### config.mk
export PLATFORM = sky130hd
export DESIGN_NAME = reset_boot_mode_controller
export DESIGN_NICKNAME = d
export VERILOG_FILES = /design/src/shared/boot_pkg.sv /design/src/shared/boot_copy_if.sv /design/src/logic/boot_byte_packer.sv /design/src/logic/reset_boot_mode_controller.sv
export VERILOG_INCLUDE_DIRS = /design/src /design/src/shared
export SDC_FILE = /design/constraint.sdc
export NUM_CORES = 1
export LEC_CHECK = 0
export ABC_CLOCK_PERIOD_IN_PS = 1900
export BUFFER_PORTS_ARGS = -buffer_cell sky130_fd_sc_hd__buf_2
export CAP_MARGIN = 40
export CORE_ASPECT_RATIO = 1.75
export CORE_MARGIN = 10
export CORE_UTILIZATION = 40
export CTS_BUF_LIST = sky130_fd_sc_hd__clkbuf_16
export CTS_CLUSTER_SIZE = 12
export DETAILED_ROUTE_END_ITERATION = 7
export PLACE_DENSITY = 0.66
export REMOVE_ABC_BUFFERS = 1
export SLEW_MARGIN = 20
export SYNTH_ARGS = -nofsm -noshare
export SYNTH_HDL_FRONTEND = slang
export SYNTH_SLANG_ARGS = --single-unit
### constraint.sdc
create_clock -name clk -period 1.9 [get_ports clk]
set_clock_uncertainty 0.2 [all_clocks]
set_input_delay 0.38 -clock clk [delete_from_list [all_inputs] [get_ports clk]]
set_output_delay 0.38 -clock clk [all_outputs]
set_load 0.01 [all_outputs]
### src/shared/boot_defines.svh
// Purpose: Constants of the reset and boot mode controller.
// Assumes: Included by bare name; definitions only.
// Notes:   Boot mode codes follow the order of boot_pkg::boot_mode_t.
`ifndef BOOT_DEFINES_SVH
`define BOOT_DEFINES_SVH

// ----------------------------------------------------------------------
// Boot mode strap codes
// ----------------------------------------------------------------------
`define BOOT_MODE_W      2
`define BOOT_MODE_NONE   2'h0
`define BOOT_MODE_HOST   2'h1
`define BOOT_MODE_EXTERNAL_MEMORY_INTERFACE   2'h2

// ----------------------------------------------------------------------
// Boot copy geometry
// ----------------------------------------------------------------------
`define BOOT_COPY_BYTES  11'h400
`define BOOT_COPY_CNT_W  11
`define BOOT_LAST_BYTE   11'h3FF
`define BOOT_SRC_BASE    32'h90000000
`define BOOT_DEST_BASE   32'h00000000
`define CPU_START_ADDR   32'h00000000
`define BYTE_LANE_W      2
`define BYTE_LANE_LAST   2'h3

`endif

### src/shared/boot_pkg.sv
// Purpose: Types of the reset and boot mode controller.
// Assumes: Used through boot_pkg:: only.
// Notes:   No constants live here; see boot_defines.svh.
package boot_pkg;

    // Boot mode as taken from the straps; the fourth code runs as no boot.
    typedef enum logic [1:0] {
        BOOT_NONE,
        BOOT_HOST,
        BOOT_EXTERNAL_MEMORY_INTERFACE,
        BOOT_RSVD
    } boot_mode_t;

    // Sequencer states.
    typedef enum logic [2:0] {
        ST_CAPTURE,
        ST_HOST_WAIT,
        ST_COPY_REQ,
        ST_COPY_WAIT,
        ST_COPY_DRAIN,
        ST_RUN
    } boot_state_t;

endpackage

### src/shared/boot_copy_if.sv
// Purpose: Byte-to-word packing channel between sequencer and packer.
// Assumes: One clock; byteValid is a one-cycle strobe.
// Notes:   wordValid pulses once per four accepted bytes.
`timescale 1ns/1ps
interface boot_copy_if;
    logic        byteValid;
    logic [7:0]  byteData;
    logic        bigEndian;
    logic        wordValid;
    logic [31:0] wordData;

    modport src  (output byteValid, byteData, bigEndian,
                  input  wordValid, wordData);
    modport pack (input  byteValid, byteData, bigEndian,
                  output wordValid, wordData);
endinterface

### src/logic/boot_byte_packer.sv
// Purpose: Packs consecutive ROM bytes into 32-bit instruction words.
// Assumes: Bytes arrive in ascending address order.
// Notes:   Byte order follows the system endian strap.
`timescale 1ns/1ps
`include "boot_defines.svh"
module boot_byte_packer (
    input wire logic clk,
    input wire logic rstn,
    boot_copy_if.pack cp
);

    // ------------------------------------------------------------------
    // Lane placement
    // ------------------------------------------------------------------
    // Little endian puts the first byte low, big endian puts it high.
    function automatic logic [31:0] placeByte(
        input logic [31:0] word,
        input logic [7:0]  data,
        input logic [1:0]  lane,
        input logic        big
    );
        logic [1:0]  pos;
        logic [31:0] res;
        pos = big ? (`BYTE_LANE_LAST - lane) : lane;
        res = word;
        res[pos*8 +: 8] = data;
        return res;
    endfunction

    logic [1:0]  lane_reg;
    logic [31:0] acc_reg;
    logic        wordValid_reg;
    logic [31:0] wordData_reg;
    wire  [31:0] accNext  = placeByte(acc_reg, cp.byteData, lane_reg,
                                      cp.bigEndian);
    wire         laneLast = (lane_reg == `BYTE_LANE_LAST);

    // ------------------------------------------------------------------
    // Accumulator
    // ------------------------------------------------------------------
    // Four bytes make one word; the word is handed over on the fourth.
    always_ff @(posedge clk) begin
        if (!rstn) begin
            lane_reg      <= '0;
            acc_reg       <= '0;
            wordValid_reg <= 1'b0;
            wordData_reg  <= '0;
        end else begin
            wordValid_reg <= cp.byteValid && laneLast;
            if (cp.byteValid) begin
                lane_reg <= lane_reg + 2'h1;
                acc_reg  <= accNext;
                if (laneLast) begin
                    wordData_reg <= accNext;
                end
            end
        end
    end

    assign cp.wordValid = wordValid_reg;
    assign cp.wordData  = wordData_reg;

endmodule

### src/logic/reset_boot_mode_controller.sv
// Purpose: Reset hold and boot sequencing of the processor.
// Assumes: 100 MHz clk; rstn synchronous active low; ROM and memory
//          ports share clk.
// Notes:   Straps are synchronised and captured once after release.
//
// Operation
// - While rstn is low everything but the strap synchronisers stays in its reset state.
// - On release the device runs with the captured boot configuration.
// - Host boot keeps the CPU stalled while the rest of the device runs.
// - In host boot that bit releases the stall; CPU starts at zero.
// - The releasing bit set is not raised as a CPU interrupt.
// - The bit releases the stall only when host boot is selected.
// - CPU must clear the bit; until then no further interrupts arrive.
// - During host boot the host may write and read all memory.
// - External boot copies 1 KB from chip select one to zero.
// - Consecutive ROM bytes are packed into 32-bit words.
// - The copy runs as one single-frame block transfer.
// - When the copy completes the stall is released; CPU starts at zero.
// - No boot runs from address zero at once with no stall.
`timescale 1ns/1ps
`include "boot_defines.svh"
module reset_boot_mode_controller (
    input  wire logic        clk,
    input  wire logic        rstn,
    input  wire logic [1:0]  bootModePin,
    input  wire logic        bigEndianPin,
    input  wire logic        hostIntSet,
    input  wire logic        cpuIntClear,
    input  wire logic        romAck,
    input  wire logic [7:0]  romData,
    output logic             sysRun,
    output logic             cpuStall,
    output logic [31:0]      cpuStartAddr,
    output logic             hostMemEnable,
    output logic             hostIntBit,
    output logic             cpuIntPulse,
    output logic             dmaFrameActive,
    output logic             romDefaultTiming,
    output logic             romReq,
    output logic [31:0]      romAddr,
    output logic             memWr,
    output logic [31:0]      memWrAddr,
    output logic [31:0]      memWrData
);

    // ------------------------------------------------------------------
    // Strap synchronisers
    // ------------------------------------------------------------------
    // Straps come from pins; no reset so they are settled at release.
    logic [1:0] modeMeta_reg;
    logic [1:0] modeSync_reg;
    logic       endMeta_reg;
    logic       endSync_reg;

    always_ff @(posedge clk) begin
        modeMeta_reg <= bootModePin;
        modeSync_reg <= modeMeta_reg;
        endMeta_reg  <= bigEndianPin;
        endSync_reg  <= endMeta_reg;
    end

    // ------------------------------------------------------------------
    // State and registers
    // ------------------------------------------------------------------
    boot_pkg::boot_state_t state_reg;
    boot_pkg::boot_state_t state_next;
    boot_pkg::boot_mode_t  bootMode_reg;
    logic                  bigEnd_reg;
    logic [10:0]           byteCnt_reg;
    logic [10:0]           wordAddr_reg;
    logic                  sysRun_reg;
    logic                  cpuStall_reg;
    logic                  hostMem_reg;
    logic                  hostIntBit_reg;
    logic                  cpuInt_reg;
    logic                  romReq_reg;
    logic                  memWr_reg;
    logic [31:0]           memWrData_reg;
    logic                  dmaFrame_reg;

    boot_copy_if cpIf ();

    boot_byte_packer packer (
        .clk  (clk),
        .rstn (rstn),
        .cp   (cpIf)
    );

    // ------------------------------------------------------------------
    // Decodes
    // ------------------------------------------------------------------
    // The reserved strap code is run as no boot rather than hanging.
    wire boot_pkg::boot_mode_t modeSync = boot_pkg::boot_mode_t'(modeSync_reg);
    wire inHost   = (state_reg == boot_pkg::ST_HOST_WAIT);
    wire inCopy   = (state_reg == boot_pkg::ST_COPY_REQ)
                 || (state_reg == boot_pkg::ST_COPY_WAIT)
                 || (state_reg == boot_pkg::ST_COPY_DRAIN);
    wire byteTake = (state_reg == boot_pkg::ST_COPY_WAIT) && romAck;
    wire lastByte = (byteCnt_reg == `BOOT_LAST_BYTE);
    wire intTake  = hostIntSet && !hostIntBit_reg;
    wire copyDone = (state_reg == boot_pkg::ST_COPY_DRAIN) && memWr_reg;

    assign cpIf.byteValid = byteTake;
    assign cpIf.byteData  = romData;
    assign cpIf.bigEndian = bigEnd_reg;

    // ------------------------------------------------------------------
    // Sequencer next state
    // ------------------------------------------------------------------
    // One block of fixed size is read byte by byte, one request in flight.
    always_comb begin
        state_next = state_reg;
        unique case (state_reg)
            boot_pkg::ST_CAPTURE: begin
                if (modeSync == boot_pkg::BOOT_HOST) begin
                    state_next = boot_pkg::ST_HOST_WAIT;
                end else if (modeSync == boot_pkg::BOOT_EXTERNAL_MEMORY_INTERFACE) begin
                    state_next = boot_pkg::ST_COPY_REQ;
                end else begin
                    state_next = boot_pkg::ST_RUN;
                end
            end
            boot_pkg::ST_HOST_WAIT: begin
                if (hostIntSet && bootMode_reg == boot_pkg::BOOT_HOST) begin
                    state_next = boot_pkg::ST_RUN;
                end
            end
            boot_pkg::ST_COPY_REQ: begin
                state_next = boot_pkg::ST_COPY_WAIT;
            end
            boot_pkg::ST_COPY_WAIT: begin
                if (romAck) begin
                    state_next = lastByte ? boot_pkg::ST_COPY_DRAIN
                                          : boot_pkg::ST_COPY_REQ;
                end
            end
            boot_pkg::ST_COPY_DRAIN: begin
                if (memWr_reg) begin
                    state_next = boot_pkg::ST_RUN;
                end
            end
            boot_pkg::ST_RUN: begin
                state_next = boot_pkg::ST_RUN;
            end
        endcase
    end

    // ------------------------------------------------------------------
    // Sequencer and strap capture
    // ------------------------------------------------------------------
    // Mode is sampled only in the capture cycle so a strap glitch later
    // cannot redirect a boot that is under way.
    always_ff @(posedge clk) begin
        if (!rstn) begin
            state_reg    <= boot_pkg::ST_CAPTURE;
            bootMode_reg <= boot_pkg::BOOT_NONE;
            bigEnd_reg   <= 1'b0;
            sysRun_reg   <= 1'b0;
        end else begin
            state_reg  <= state_next;
            sysRun_reg <= 1'b1;
            if (state_reg == boot_pkg::ST_CAPTURE) begin
                bootMode_reg <= modeSync;
                bigEnd_reg   <= endSync_reg;
            end
        end
    end

    // ------------------------------------------------------------------
    // CPU stall and host access
    // ------------------------------------------------------------------
    // Stall is held through capture; only no boot drops it at once.
    always_ff @(posedge clk) begin
        if (!rstn) begin
            cpuStall_reg <= 1'b1;
            hostMem_reg  <= 1'b0;
        end else begin
            cpuStall_reg <= (state_next != boot_pkg::ST_RUN);
            if (state_next == boot_pkg::ST_HOST_WAIT) begin
                hostMem_reg <= 1'b1;
            end
        end
    end

    // ------------------------------------------------------------------
    // Host-to-CPU interrupt bit
    // ------------------------------------------------------------------
    // A set in the clearing cycle wins, so no host event is lost. A set
    // while the bit is still high is not accepted and gives no pulse.
    always_ff @(posedge clk) begin
        if (!rstn) begin
            hostIntBit_reg <= 1'b0;
            cpuInt_reg     <= 1'b0;
        end else begin
            hostIntBit_reg <= hostIntSet || (hostIntBit_reg && !cpuIntClear);
            cpuInt_reg     <= intTake
                           && (state_reg == boot_pkg::ST_RUN);
        end
    end

    // ------------------------------------------------------------------
    // Boot copy engine
    // ------------------------------------------------------------------
    // Destination words follow the packer, so writes trail the reads.
    always_ff @(posedge clk) begin
        if (!rstn) begin
            byteCnt_reg   <= '0;
            wordAddr_reg  <= '0;
            romReq_reg    <= 1'b0;
            memWr_reg     <= 1'b0;
            memWrData_reg <= '0;
            dmaFrame_reg  <= 1'b0;
        end else begin
            romReq_reg <= (state_next == boot_pkg::ST_COPY_REQ);
            // The frame covers the whole copy, drain included.
            dmaFrame_reg <= (state_next == boot_pkg::ST_COPY_REQ)
                         || (state_next == boot_pkg::ST_COPY_WAIT)
                         || (state_next == boot_pkg::ST_COPY_DRAIN);
            memWr_reg  <= cpIf.wordValid;
            if (byteTake) begin
                byteCnt_reg <= byteCnt_reg + 11'h1;
            end
            if (cpIf.wordValid) begin
                memWrData_reg <= cpIf.wordData;
            end
            if (memWr_reg) begin
                wordAddr_reg <= wordAddr_reg + 11'h4;
            end
        end
    end

    // ------------------------------------------------------------------
    // Outputs
    // ------------------------------------------------------------------
    // Start address is a constant; it is still a register bit image.
    assign sysRun           = sysRun_reg;
    assign cpuStall         = cpuStall_reg;
    assign cpuStartAddr     = `CPU_START_ADDR;
    assign hostMemEnable    = hostMem_reg;
    assign hostIntBit       = hostIntBit_reg;
    assign cpuIntPulse      = cpuInt_reg;
    assign dmaFrameActive   = dmaFrame_reg;
    assign romDefaultTiming = romReq_reg;
    assign romReq           = romReq_reg;
    assign romAddr          = `BOOT_SRC_BASE + {21'h0, byteCnt_reg};
    assign memWr            = memWr_reg;
    assign memWrAddr        = `BOOT_DEST_BASE + {21'h0, wordAddr_reg};
    assign memWrData        = memWrData_reg;
endmodule

# ---- After elaboration in Yosys (flattened, before gate mapping)
# Cells that the tools add are included.
dict set report op_classes {
  eq_ne 15
  n_addsub 6
  n_shift 2
  reduce_logical 13
  n_mux 10
}
# cell count
set op_table {}
lappend op_table {{negation 5 -> 34 bit} 1}
lappend op_table {{variable shift 8 x 34 -> 32 bit, first input constant} 1}
lappend op_table {{variable part select 8 x 34 -> 32 bit} 1}
lappend op_table {{adder 32 x 11 -> 32 bit, first input constant} 1}
lappend op_table {{bitwise mux 32 bit} 1}
lappend op_table {{2-to-1 mux 3 bit} 6}
lappend op_table {{one-hot mux 3 bit (6 select lines)} 1}
lappend op_table {{equality test 3 x 2 -> 1 bit, second input constant} 4}
lappend op_table {{adder 11 x 1 -> 11 bit, second input constant} 1}
lappend op_table {{adder 11 x 3 -> 11 bit, second input constant} 1}
lappend op_table {{equality test 11 x 10 -> 1 bit, second input constant} 1}
lappend op_table {{equality test 3 bit, second input constant} 3}
lappend op_table {{equality test 3 x 1 -> 1 bit, second input constant} 2}
lappend op_table {{logical AND 1 bit} 6}
lappend op_table {{equality test 2 x 1 -> 1 bit, second input constant} 2}
lappend op_table {{equality test 2 bit, second input constant} 2}
lappend op_table {{zero test 3 bit} 1}
lappend op_table {{logical OR 1 bit} 3}
lappend op_table {{!= test 3 bit, second input constant} 1}
lappend op_table {{adder 2 x 1 -> 2 bit, second input constant} 1}
lappend op_table {{zero test 1 bit} 2}
lappend op_table {{2-to-1 mux 2 bit} 1}
lappend op_table {{AND reduction 2 bit} 1}
lappend op_table {{subtractor 2 bit, first input constant} 1}
lappend op_table {{2-to-1 mux 1 bit} 1}
dict set report totals {
  out_inout_bits 137
  elab_cells 68
  in_bits 16
  regBits 141
}

# ---- Longest topological paths before layout
# Gate-level depths: netlist (run 1).
dict set report logic_depth {
  depth_word 7
  ltp_mapped 8
  mapped_depth_nobuf 7
}

# ---- Hierarchy
# A second synthesis (run 1) with hierarchy kept.
dict set report unflattened {
  hier_cells 635
  area_unflattened_um2 6012.0
}
# mod instances cells_each seq_area_each_um2 area_each_um2
set modules_own_cells {}
lappend modules_own_cells {reset_boot_mode_controller 1 342 1441.4 3250.6}
lappend modules_own_cells {boot_byte_packer 1 293 1341.3 2761.4}

# ---- Worst setup path before layout (run 1)
# Ideal clock, no wire load.
dict set report synth_path {
  path_type {register -> register}
  start {reg bigEnd_reg}
  end {reg packer.acc_reg[0]}
  n_path_buf 2
  t_arrival_ps 1434
  setup_slack_ps 138
  period_less_slack_ps 1762
  stages_incl_launch_ff 8
  t_required_ps 1572
  setup_ps 128
  path_cell_list {dfxtp_1 buf_4 nor3_1 a21oi_1 buf_6 nor2_2 mux2i_1 nor2_1}
}
dict set report synth_between {
  elab_chain_len 4
  word_cells_on_any_way 5
  cone_classes {add/sub (1); shift (2); mux (2)}
}
# item line_no
set synth_lines {}
lappend synth_lines {{from (decl)} reset_boot_mode_controller.sv:68} ;# logic bigEnd_reg;
lappend synth_lines {{from (signal assigned)} reset_boot_mode_controller.sv:164} ;# bigEnd_reg <= endSync_reg;
lappend synth_lines {{2-to-1 mux 2 bit (*)} boot_byte_packer.sv:24} ;# pos = big ? (`BYTE_LANE_LAST - lane) : lane;
lappend synth_lines {{negation 5 -> 34 bit (*)} boot_byte_packer.sv:26} ;# res[pos*8 +: 8] = data;
lappend synth_lines {{variable part select 8 x 34 -> 32 bit or variable shift 8 x 34 -> 32 bit (tied branches)} boot_byte_packer.sv:26}
lappend synth_lines {{bitwise mux 32 bit (*)} boot_byte_packer.sv:26}
lappend synth_lines {{to (signal assigned)} boot_byte_packer.sv:52} ;# acc_reg <= accNext;
lappend synth_lines {{to (decl)} boot_byte_packer.sv:31} ;# logic [31:0] acc_reg;
# Every way passes the cells marked *; elsewhere a longest branch is shown, timed or not.
# A chain may end at the register's enable or synchronous reset.

# ---- Worst setup path after layout (run 1)
dict set report layout_path {
  start {reg byteCnt_reg[0]}
  end {reg romReq_reg (netlist: romDefaultTiming)}
}
dict set report layout_between {
  elab_chain_len 5
}
# item line_no
set layout_lines {}
lappend layout_lines {{from (decl)} reset_boot_mode_controller.sv:69} ;# logic [10:0] byteCnt_reg;
lappend layout_lines {{from (signal assigned)} reset_boot_mode_controller.sv:221} ;# byteCnt_reg <= byteCnt_reg + 11'h1;
lappend layout_lines {{equality test 11 x 10 -> 1 bit (no line)} -}
lappend layout_lines {{2-to-1 mux 3 bit} reset_boot_mode_controller.sv:133} ;# state_next = lastByte ? boot_pkg::ST_COPY_DRAIN
lappend layout_lines {{2-to-1 mux 3 bit} reset_boot_mode_controller.sv:132} ;# if (romAck) begin
lappend layout_lines {{one-hot mux 3 bit (6 select lines)} reset_boot_mode_controller.sv:113} ;# unique case (state_reg)
lappend layout_lines {{equality test 3 x 2 -> 1 bit} reset_boot_mode_controller.sv:214} ;# romReq_reg <= (state_next == boot_pkg::ST_COPY_REQ);
lappend layout_lines {{to (signal assigned)} reset_boot_mode_controller.sv:214}
lappend layout_lines {{to (decl)} reset_boot_mode_controller.sv:76} ;# logic romReq_reg;
# Every way passes these cells.

==> results.sh, run 1 <==
export IMPL_outcome="finished clean"
export IMPL_syn2layout_area_growth_pct=17.8
export IMPL_avgSynthCellArea_um2=9.68
export IMPL_wl_mm=13.1
export IMPL_grt_max_degree=81
export IMPL_place_hpwl_mm=9.67
export IMPL_cts_root_buf="clkbuf_16"
export IMPL_antenna_found_initial=0
export IMPL_cts_max_level=4
export IMPL_place_area_mm2=0.00647
export IMPL_path_max_fanout=4
export IMPL_viasPerCell=4.75
export IMPL_synth_seq_cells=139
export IMPL_synthDistinctLibCells=43
export IMPL_hold_viol=0
export IMPL_regArea_mm2=0.00279
export IMPL_cap_viol_max_count=0
export IMPL_fmax_ghz=0.563
export IMPL_start_kind="flop"
export IMPL_power_density_mw_per_mm2=931
export IMPL_finalSetupViolCount=0
export IMPL_grt_pass1_wl_mm=21.7
export IMPL_cts_tree="built"
export IMPL_whs_ps=47.2
export IMPL_syn_area_mm2=0.00606
export IMPL_gr_usage_all_layers=0.125
export IMPL_path_delay_family="simple AND/OR/NAND/NOR gates"
export IMPL_clk_path_buf_depth=2
export IMPL_rsz0062_at_grt="false"
export IMPL_required_ps=2040
export IMPL_multiInputGateArea_mm2=0.00282
export IMPL_endpoint_kind="flop"
export IMPL_die_h_um=183
export IMPL_crit_chain="ha_1 -> nand3_1 -> nor2_1 -> a31oi_1 -> nand2_1 -> nor3b_1"
export IMPL_hp_class="in2reg"
export IMPL_die_area_mm2=0.0207
export IMPL_grt_util_met2=0.219
export IMPL_drtPass1Iterations=6
export IMPL_synthCells=626
export IMPL_synth_seq_area_share=0.459
export IMPL_core_area_mm2=0.0148
export IMPL_wl_per_cell_um=14.5
export IMPL_peakVddDrop_v=0.000578
export IMPL_synth_ff_type="dfxtp_1"
export IMPL_async_reset_ff_frac=0
export IMPL_nNetsFinal=730
export IMPL_path_clk_slew_ps=60
export IMPL_n_fill_cell=1362
export IMPL_period_share=0.935
export IMPL_io_pins=153
export IMPL_portBuffers=76
export IMPL_cp_arrival_ps=1920
export IMPL_slowest_stage="a31oi_1"
export IMPL_timing_final_ws_setup_ps=123
export IMPL_cts_setup_buffers=0
export IMPL_grt_use_met1=0.126
export IMPL_gp_congestion=0.756
export IMPL_vias=4301
export IMPL_synth_warnings=0
export IMPL_tns_ps=0
export IMPL_worstSkewPairLatency_ps=410
export IMPL_met3_usage=0.0536
export IMPL_grt_ovfl_total=0
export IMPL_drcViolationCount=0
export IMPL_clock_sinks=139
export IMPL_p_leak_uw=0.00291
export IMPL_initial_utilization=0.408
export IMPL_busiest_layer="met2"
export IMPL_criticalPathCategory="reg2reg"
export IMPL_path_buf_inv=0
export IMPL_diodes=0
export IMPL_grt_pass1_vias=4557
export IMPL_final_max_slew_viol_count=0
export IMPL_ant_nets=0
export IMPL_slowest_delay_ps=370
export IMPL_synth_edf_count=0
export IMPL_cts_made_buffers=17
export IMPL_dieWidth_um=113
export IMPL_finalCriticalPeriod_ps=1780
export IMPL_drtIter0Drc=148
export IMPL_pre_cts_slack_ps=18.8
export IMPL_drive_gt1_frac=0.208
export IMPL_design_area_mm2=0.00714
export IMPL_placementRows=59
layout make-up:
type,count,share of cell area
clock buffers,17,0.0596
clock inverters,15,0.0212
inverters,5,0.00281
multi-input cells,444,0.395
flip-flops and latches,139,0.391
well taps,183,0.0321
repair buffers,102,0.0985
timing repair:
| action | in CTS | in global routing |
|---|---|---|
| pin swaps | 0 | 0 |
| setup endpoints to repair | 3 | 16 |
| hold endpoints to repair | 4 | 0 |
| hold buffers | 4 | 0 |
| gates resized for setup | 2 | 7 |
| cloned | 0 | 1 |
final timing paths:
path / from / to / slack [ps] / depth (start not counted)
max reg2reg: byteCnt_reg[0] / romDefaultTiming / 120 / 6
max: byteCnt_reg[0] / romDefaultTiming / 120 / 6
min reg2reg: endMeta_reg / endSync_reg / 130 / 0
min: hostIntSet / hostIntBit / 50 / 3
layer usage:
metal	wire length, µm	vias up
met4	266	0
met1	5110	2016
met3	1020	18
met2	6710	129
met5	0	-
li1	-	2138
where the power goes:
part	switching (µW)	internal [µW]
logic	297	177
registers	36.3	2970
clock network	1240	1930
Yosys cell counts, types with 2 or more instances:
master / number / area [µm²]
conb_1: 2 / 7.51
nor2_1: 124 / 465
and3_1: 3 / 18.8
nor2_2: 2 / 12.5
buf_2: 7 / 35.0
mux2i_4: 3 / 67.6
buf_1: 3 / 11.3
nand4_1: 6 / 37.5
nand3b_1: 2 / 15.0
xnor2_1: 4 / 35.0
nor3_1: 2 / 10.0
or3_1: 3 / 18.8
buf_4: 82 / 616
o21ai_0: 3 / 15.0
ha_1: 5 / 62.6
dfxtp_1: 139 / 2780
clkbuf_1: 19 / 71.3
inv_1: 4 / 15.0
nand2_1: 12 / 45.0
mux2i_1: 85 / 851
nor2b_1: 9 / 56.3
nand3_1: 7 / 35.0
a211oi_1: 49 / 368
nand2b_1: 3 / 18.8
a21oi_1: 8 / 40.0
xor2_1: 12 / 105
and2_1: 12 / 75.1
per-stage QoR:
step	std cells	utilization	total power, µW
6_report	905	0.481	6640
5_1_grt	905	0.481	6910
4_1_cts	904	0.478	6710
3_5_place_dp	868	0.436	3520
3_3_place_gp	868	0.436	3510
2_1_floorplan	588	-	3380
worst min-delay path, stage by stage:
cell,delay [ps]
buf_2,110
a21oi_1,50
nor2_1,80
cells in the final DEF, fill, tap and decap left out, drive strengths merged, types with 9 or more instances in the layout:
cell type / instances
nor2b: 9
a21oi: 9
dfxtp: 139
and2: 13
nor2: 126
xor2: 12
buf: 97
mux2i: 88
nand2: 12
conb: 76
a211oi: 49
clkbuf: 18
logic make-up after synthesis:
logic type / share of synthesized area
adders and majority gates: 0.0103
DFF: 0.459
buffers and inverters: 0.126
other: 0.00124
muxes: 0.152
xor gates and xnor gates: 0.0231
AOI/OAI and AO/OA: 0.0791
and+or+nand+nor: 0.149
Power figures use the tool's default switching activity.
==> inputs of run 2 (changes only) <==
Settings changed: ABC_CLOCK_PERIOD_IN_PS 1900 to 2090, PLACE_DENSITY 0.66 to unset, PLACE_DENSITY_LB_ADDON set to 0.3.
Clock period 1.9 ns to 2.09 ns, I/O delays scaled along.
==> run 2 against run 1 <==
  * Global-route usage is 0.26 points lower
  * Clock power is 7.3% lower
  * Combinational power is 15% lower
  * Critical path depth is 1 lower
  * Critical path type unchanged
  * Register-to-register slack better by 30 ps
  * First-iteration DRC count is 0.68% higher
  * Non-clock buffer count is 10 lower
  * Maximum frequency is 8.3% lower
  * Utilization is 1.1 points lower
  * Sequential power is 8.7% lower
  * Final area is 2.2% lower
  * Highest routed layer unchanged
==> results.sh, run 2 (synthesis gave the netlist of run 1 again) <==
export IMPL_busiest_layer="met2"
export IMPL_die_area_mm2=0.0207
export IMPL_slowest_stage="dfxtp_1"
export IMPL_wl_per_cell_um=14.2
export IMPL_rsz0062_at_grt="false"
export IMPL_design_area_mm2=0.00698
export IMPL_cts_tree="built"
export IMPL_drive_gt1_frac=0.191
export IMPL_diodes=0
export IMPL_clock_sinks=139
export IMPL_intPower_uw=4690
export IMPL_finalPower_uw=6080
export IMPL_p_leak_uw=0.00285
export IMPL_nNetsFinal=720
export IMPL_grt_pass1_vias=4341
export IMPL_wl_mm=12.7
export IMPL_peakVddDrop_v=0.000409
export IMPL_sw_frac_of_total=0.228
export IMPL_syn2layout_area_growth_pct=15.2
export IMPL_gr_usage_all_layers=0.123
export IMPL_drcViolationCount=0
export IMPL_cp_arrival_ps=2020
export IMPL_viasPerCell=4.70
export IMPL_vias=4201
export IMPL_whs_ps=61.2
export IMPL_final_max_slew_viol_count=0
export IMPL_endpoint_kind="flop"
export IMPL_core_area_mm2=0.0148
export IMPL_place_area_mm2=0.00636
export IMPL_period_share=0.927
export IMPL_final_cell_mix="137 x dfxtp_1, 124 x nor2_1, 85 x mux2i_1"
export IMPL_clk_path_buf_depth=2
export IMPL_finalCriticalPeriod_ps=1940
export IMPL_die_h_um=183
export IMPL_grt_max_degree=70
export IMPL_slowest_delay_ps=590
export IMPL_drtPass1Iterations=4
export IMPL_cts_setup_buffers=0
export IMPL_portBuffers=76
export IMPL_combPwrFrac=0.066
export IMPL_placedCellCount=860
export IMPL_grt_pass1_wl_mm=21.0
export IMPL_met3_usage=0.0516
export IMPL_max_slew_margin=0.679
export IMPL_ant_nets=0
export IMPL_seqPwrFrac=0.450
export IMPL_start_kind="flop"
export IMPL_worstSkewPairLatency_ps=410
export IMPL_grt_util_met2=0.210
export IMPL_cts_made_buffers=17
export IMPL_path_max_fanout=8
export IMPL_hold_viol=0
export IMPL_final_instance_count_excl_fill=894
export IMPL_finalSetupViolCount=0
export IMPL_cts_max_level=4
export IMPL_required_ps=2170
export IMPL_criticalPathCategory="reg2reg"
export IMPL_antenna_found_initial=0
export IMPL_power_density_mw_per_mm2=872
export IMPL_hp_class="in2reg"
export IMPL_gp_congestion=0.795
export IMPL_grt_ovfl_total=0
export IMPL_worstMarginPinSlew_ps=472
export IMPL_path_clk_slew_ps=60
export IMPL_io_pins=153
export IMPL_layout_commonest_cell="dfxtp_1"
export IMPL_crit_chain="nor3_1 -> a21oi_1 -> buf_4 -> mux2i_1 -> a211oi_1"
export IMPL_cap_viol_max_count=0
export IMPL_dieWidth_um=113
export IMPL_n_fill_cell=1428
export IMPL_place_hpwl_mm=9.44
export IMPL_fmax_ghz=0.516
export IMPL_drtIter0Drc=149
export IMPL_clock_power_share=0.483
export IMPL_cts_root_buf="clkbuf_16"
export IMPL_outcome="finished clean"
export IMPL_grt_use_met1=0.126
export IMPL_initial_utilization=0.408
export IMPL_tns_ps=0
export IMPL_placementRows=59
export IMPL_p_sw_uw=1390
[run 2: path summary, 6_finish.rpt]
kind | end | slack (ps) | cells after the start | start
max | packer.cp.wordData[0] | 150 | 5 | bigEnd_reg
min | sysRun | 60 | 1 | rstn
max reg2reg | packer.cp.wordData[0] | 150 | 5 | bigEnd_reg
min reg2reg | modeSync[1] | 130 | 0 | modeMeta_reg[1]
[run 2: stage by stage]
stage / worst slack [ps] / util
after CTS: 67.6 / 0.470
final: 153 / 0.470
after global routing: 1.69 / 0.470
after floorplan: -1540 / -
after global placement: 166 / 0.428
after detailed placement: 94.8 / 0.428
[run 2: layout make-up]
type | count | area, µm² | share of cell area
Clock inverter | 14 | 158 | 0.0226
Multi-Input combinational cell | 444 | 2800 | 0.402
Sequential cell | 139 | 2790 | 0.399
Timing Repair Buffer | 92 | 558 | 0.0800
Inverter | 5 | 20.0 | 0.00287
Tap cell | 183 | 229 | 0.0328
Clock buffer | 17 | 425 | 0.0610
[run 2: power by group through the flow]
stage / Sequential (µW) / Clock, µW / Combinational (µW)
floorplan: 2800 / 0 / 274
global placement: 2790 / 0 / 388
detailed placement: 2800 / 0 / 392
CTS: 2740 / 3020 / 397
global route: 2740 / 3150 / 447
finish: 2740 / 2940 / 403
[run 2: what timing repair did]
item | in CTS | in global routing
gates resized for setup | 0 | 3
hold buffers | 3 | 0
hold endpoints to repair | 3 | 0
setup endpoints to repair | 0 | 31
[run 2: worst max-delay path, delay by kind of cell, from the launching register on]
family                 cells  cell delay, ps
multiplexers               1             330
AO/OA/AOI/OAI              2             340
flip-flops                 1             590
buffers and inverters      1             250
AND/OR/NAND/NOR            1             110
[run 2: metal layers]
layer	part of all wire	vias up	wire (µm)
met1	0.40	1929	5040
met5	0	-	0
met4	0.024	0	299
met2	0.49	132	6260
li1	-	2118	-
met3	0.088	22	1120
==> inputs of run 3 (changes only) <==
Settings changed: ABC_CLOCK_PERIOD_IN_PS 2090 to 1700.
Clock period 2.09 ns to 1.7 ns, I/O delays scaled along.
==> run 3 against run 2 <==
  * The run now ends with setup timing left
  * Sequential share of layout area fell by 4.9 points
  * Worst setup slack got worse by 190 ps
  * Non-clock buffer count grew 61
  * Final cell count rose by 6.7%
  * Via count is 8.3% higher
  * Sequential power grew 23%
==> results.sh, run 3 (synthesis gave the netlist of run 1 again) <==
export IMPL_cap_viol_max_count=0
export IMPL_gp_congestion=0.800
export IMPL_final_cell_mix="129 x dfxtp_1, 118 x nor2_1, 76 x conb_1, 76 x buf_2, 69 x mux2i_1"
export IMPL_path_clk_slew_ps=60
export IMPL_peakVddDrop_v=0.000571
export IMPL_place_hpwl_mm=10.1
export IMPL_worstSkewPairLatency_ps=420
export IMPL_viasPerCell=4.77
export IMPL_drtPass1Iterations=4
export IMPL_diodes=0
export IMPL_period_share=1.02
export IMPL_tns_ps=-69.6
export IMPL_cts_root_buf="clkbuf_16"
export IMPL_path_delay_family="multiplexers"
export IMPL_endpoint_kind="flop"
export IMPL_finalPower_uw=7500
export IMPL_die_h_um=183
export IMPL_pre_cts_slack_ps=-114
export IMPL_core_area_mm2=0.0148
export IMPL_slowest_stage="dfxtp_2"
export IMPL_p_leak_uw=0.00328
export IMPL_required_ps=1790
export IMPL_fin_util=0.540
export IMPL_gr_usage_all_layers=0.135
export IMPL_violations="setup timing"
export IMPL_antenna_found_initial=0
export IMPL_drive_gt1_frac=0.349
export IMPL_cp_arrival_ps=1820
export IMPL_path_max_fanout=6
export IMPL_fmax_ghz=0.577
export IMPL_grt_ovfl_total=0
export IMPL_initial_utilization=0.408
export IMPL_finalSetupViolCount=4
export IMPL_syn2layout_area_growth_pct=32.2
export IMPL_hp_class="in2reg"
export IMPL_outcome="finished, violations left"
export IMPL_wl_mm=15.4
export IMPL_dieWidth_um=113
export IMPL_grt_pass1_wl_mm=23.0
export IMPL_criticalPathCategory="reg2reg"
export IMPL_cts_max_level=4
export IMPL_path_buf_inv=2
export IMPL_rsz0062_at_grt="true"
export IMPL_placementRows=59
export IMPL_cts_made_buffers=17
export IMPL_clk_path_buf_depth=2
export IMPL_hold_viol=0
export IMPL_drcViolationCount=0
export IMPL_final_max_slew_viol_count=0
export IMPL_clock_sinks=139
export IMPL_cts_tree="built"
export IMPL_portBuffers=76
export IMPL_timing_final_ws_setup_ps=-33.3
export IMPL_crit_top_cell="buf_6"
export IMPL_finalCriticalPeriod_ps=1730
export IMPL_wl_per_cell_um=16.1
export IMPL_crit_chain="buf_6 -> and2_4 -> mux2i_4 -> buf_6 -> mux2i_1 -> a211oi_2"
export IMPL_power_density_mw_per_mm2=937
export IMPL_final_instance_count_excl_fill=954
export IMPL_grt_pass1_vias=4665
export IMPL_start_kind="flop"
export IMPL_r2r_slack_ps=-30
export IMPL_ant_nets=0
export IMPL_vias=4548
export IMPL_die_area_mm2=0.0207
export IMPL_nNetsFinal=781
export IMPL_regArea_mm2=0.00280
export IMPL_n_fill_cell=1287
export IMPL_drtIter0Drc=165
export IMPL_io_pins=153
export IMPL_layout_commonest_cell="dfxtp_1"
export IMPL_multiInputGateArea_mm2=0.00319
export IMPL_grt_max_degree=71
export IMPL_placedCellCount=901
export IMPL_slowest_delay_ps=320
-- run 3: cell types whose count changed in the layout (fill, tap and decap cells not counted), sizes merged --
cell,delta
dlygate4sd3,+1
inv,+1
bufinv,-1
clkbuf,+4
clkinvlp,-1
buf,+56
-- run 3: layout make-up --
cell class,count,area share
Tap cell,183,0.0286
Clock inverter,13,0.0142
Timing Repair Buffer,153,0.154
Multi-Input combinational cell,444,0.398
Inverter,5,0.00250
Clock buffer,17,0.0531
Sequential cell,139,0.350
-- run 3: path summary, 6_finish.rpt --
kind / cells after the start / start / to
max reg2reg: 6 / packer.lane_reg[0] / packer.cp.wordData[28]
min: 4 / cpuIntClear / hostIntBit
min reg2reg: 0 / modeMeta_reg[0] / modeSync[0]
max: 6 / packer.lane_reg[0] / packer.cp.wordData[28]
-- run 3: timing repair --
action                                 in CTS  in global routing
buffers inserted                            2                 10
pin swaps                                   5                 22
cloned                                      2                  5
endpoints found under the hold margin       4                  0
setup endpoints to repair                  68                 73
gates resized for setup                    36                 84
hold buffers                                4                  0
-- run 3: report_power, final --
group	total, µW	switching [µW]	internal (µW)
Sequential	3360	43.2	3320
Clock	3420	1320	2100
Combinational	720	400	319
Total	7500	1770	5730
-- run 3: metrics by stage --
stage	instance area [µm²]	hold slack, ps
floorplan	5590	110
global placement	6700	116
detailed placement	6700	112
CTS	7480	14.2
global route	8010	32.8
finish	8010	29.5
-- run 3: worst register-to-register path: stages, from the launching register on --
cell and delay, ps:
dfxtp_2 320, buf_6 130, and2_4 170, mux2i_4 250, buf_6 190, mux2i_1 250, a211oi_2 100
-- run 3: metal layers --
layer | routed length (µm) | vias to the layer above | GRT usage
met5 | 0 | - | 0
met1 | 5750 | 2136 | 0.136
met4 | 303 | 0 | 0.0632
li1 | - | 2242 | -
met3 | 1130 | 19 | 0.0513
met2 | 8170 | 151 | 0.240
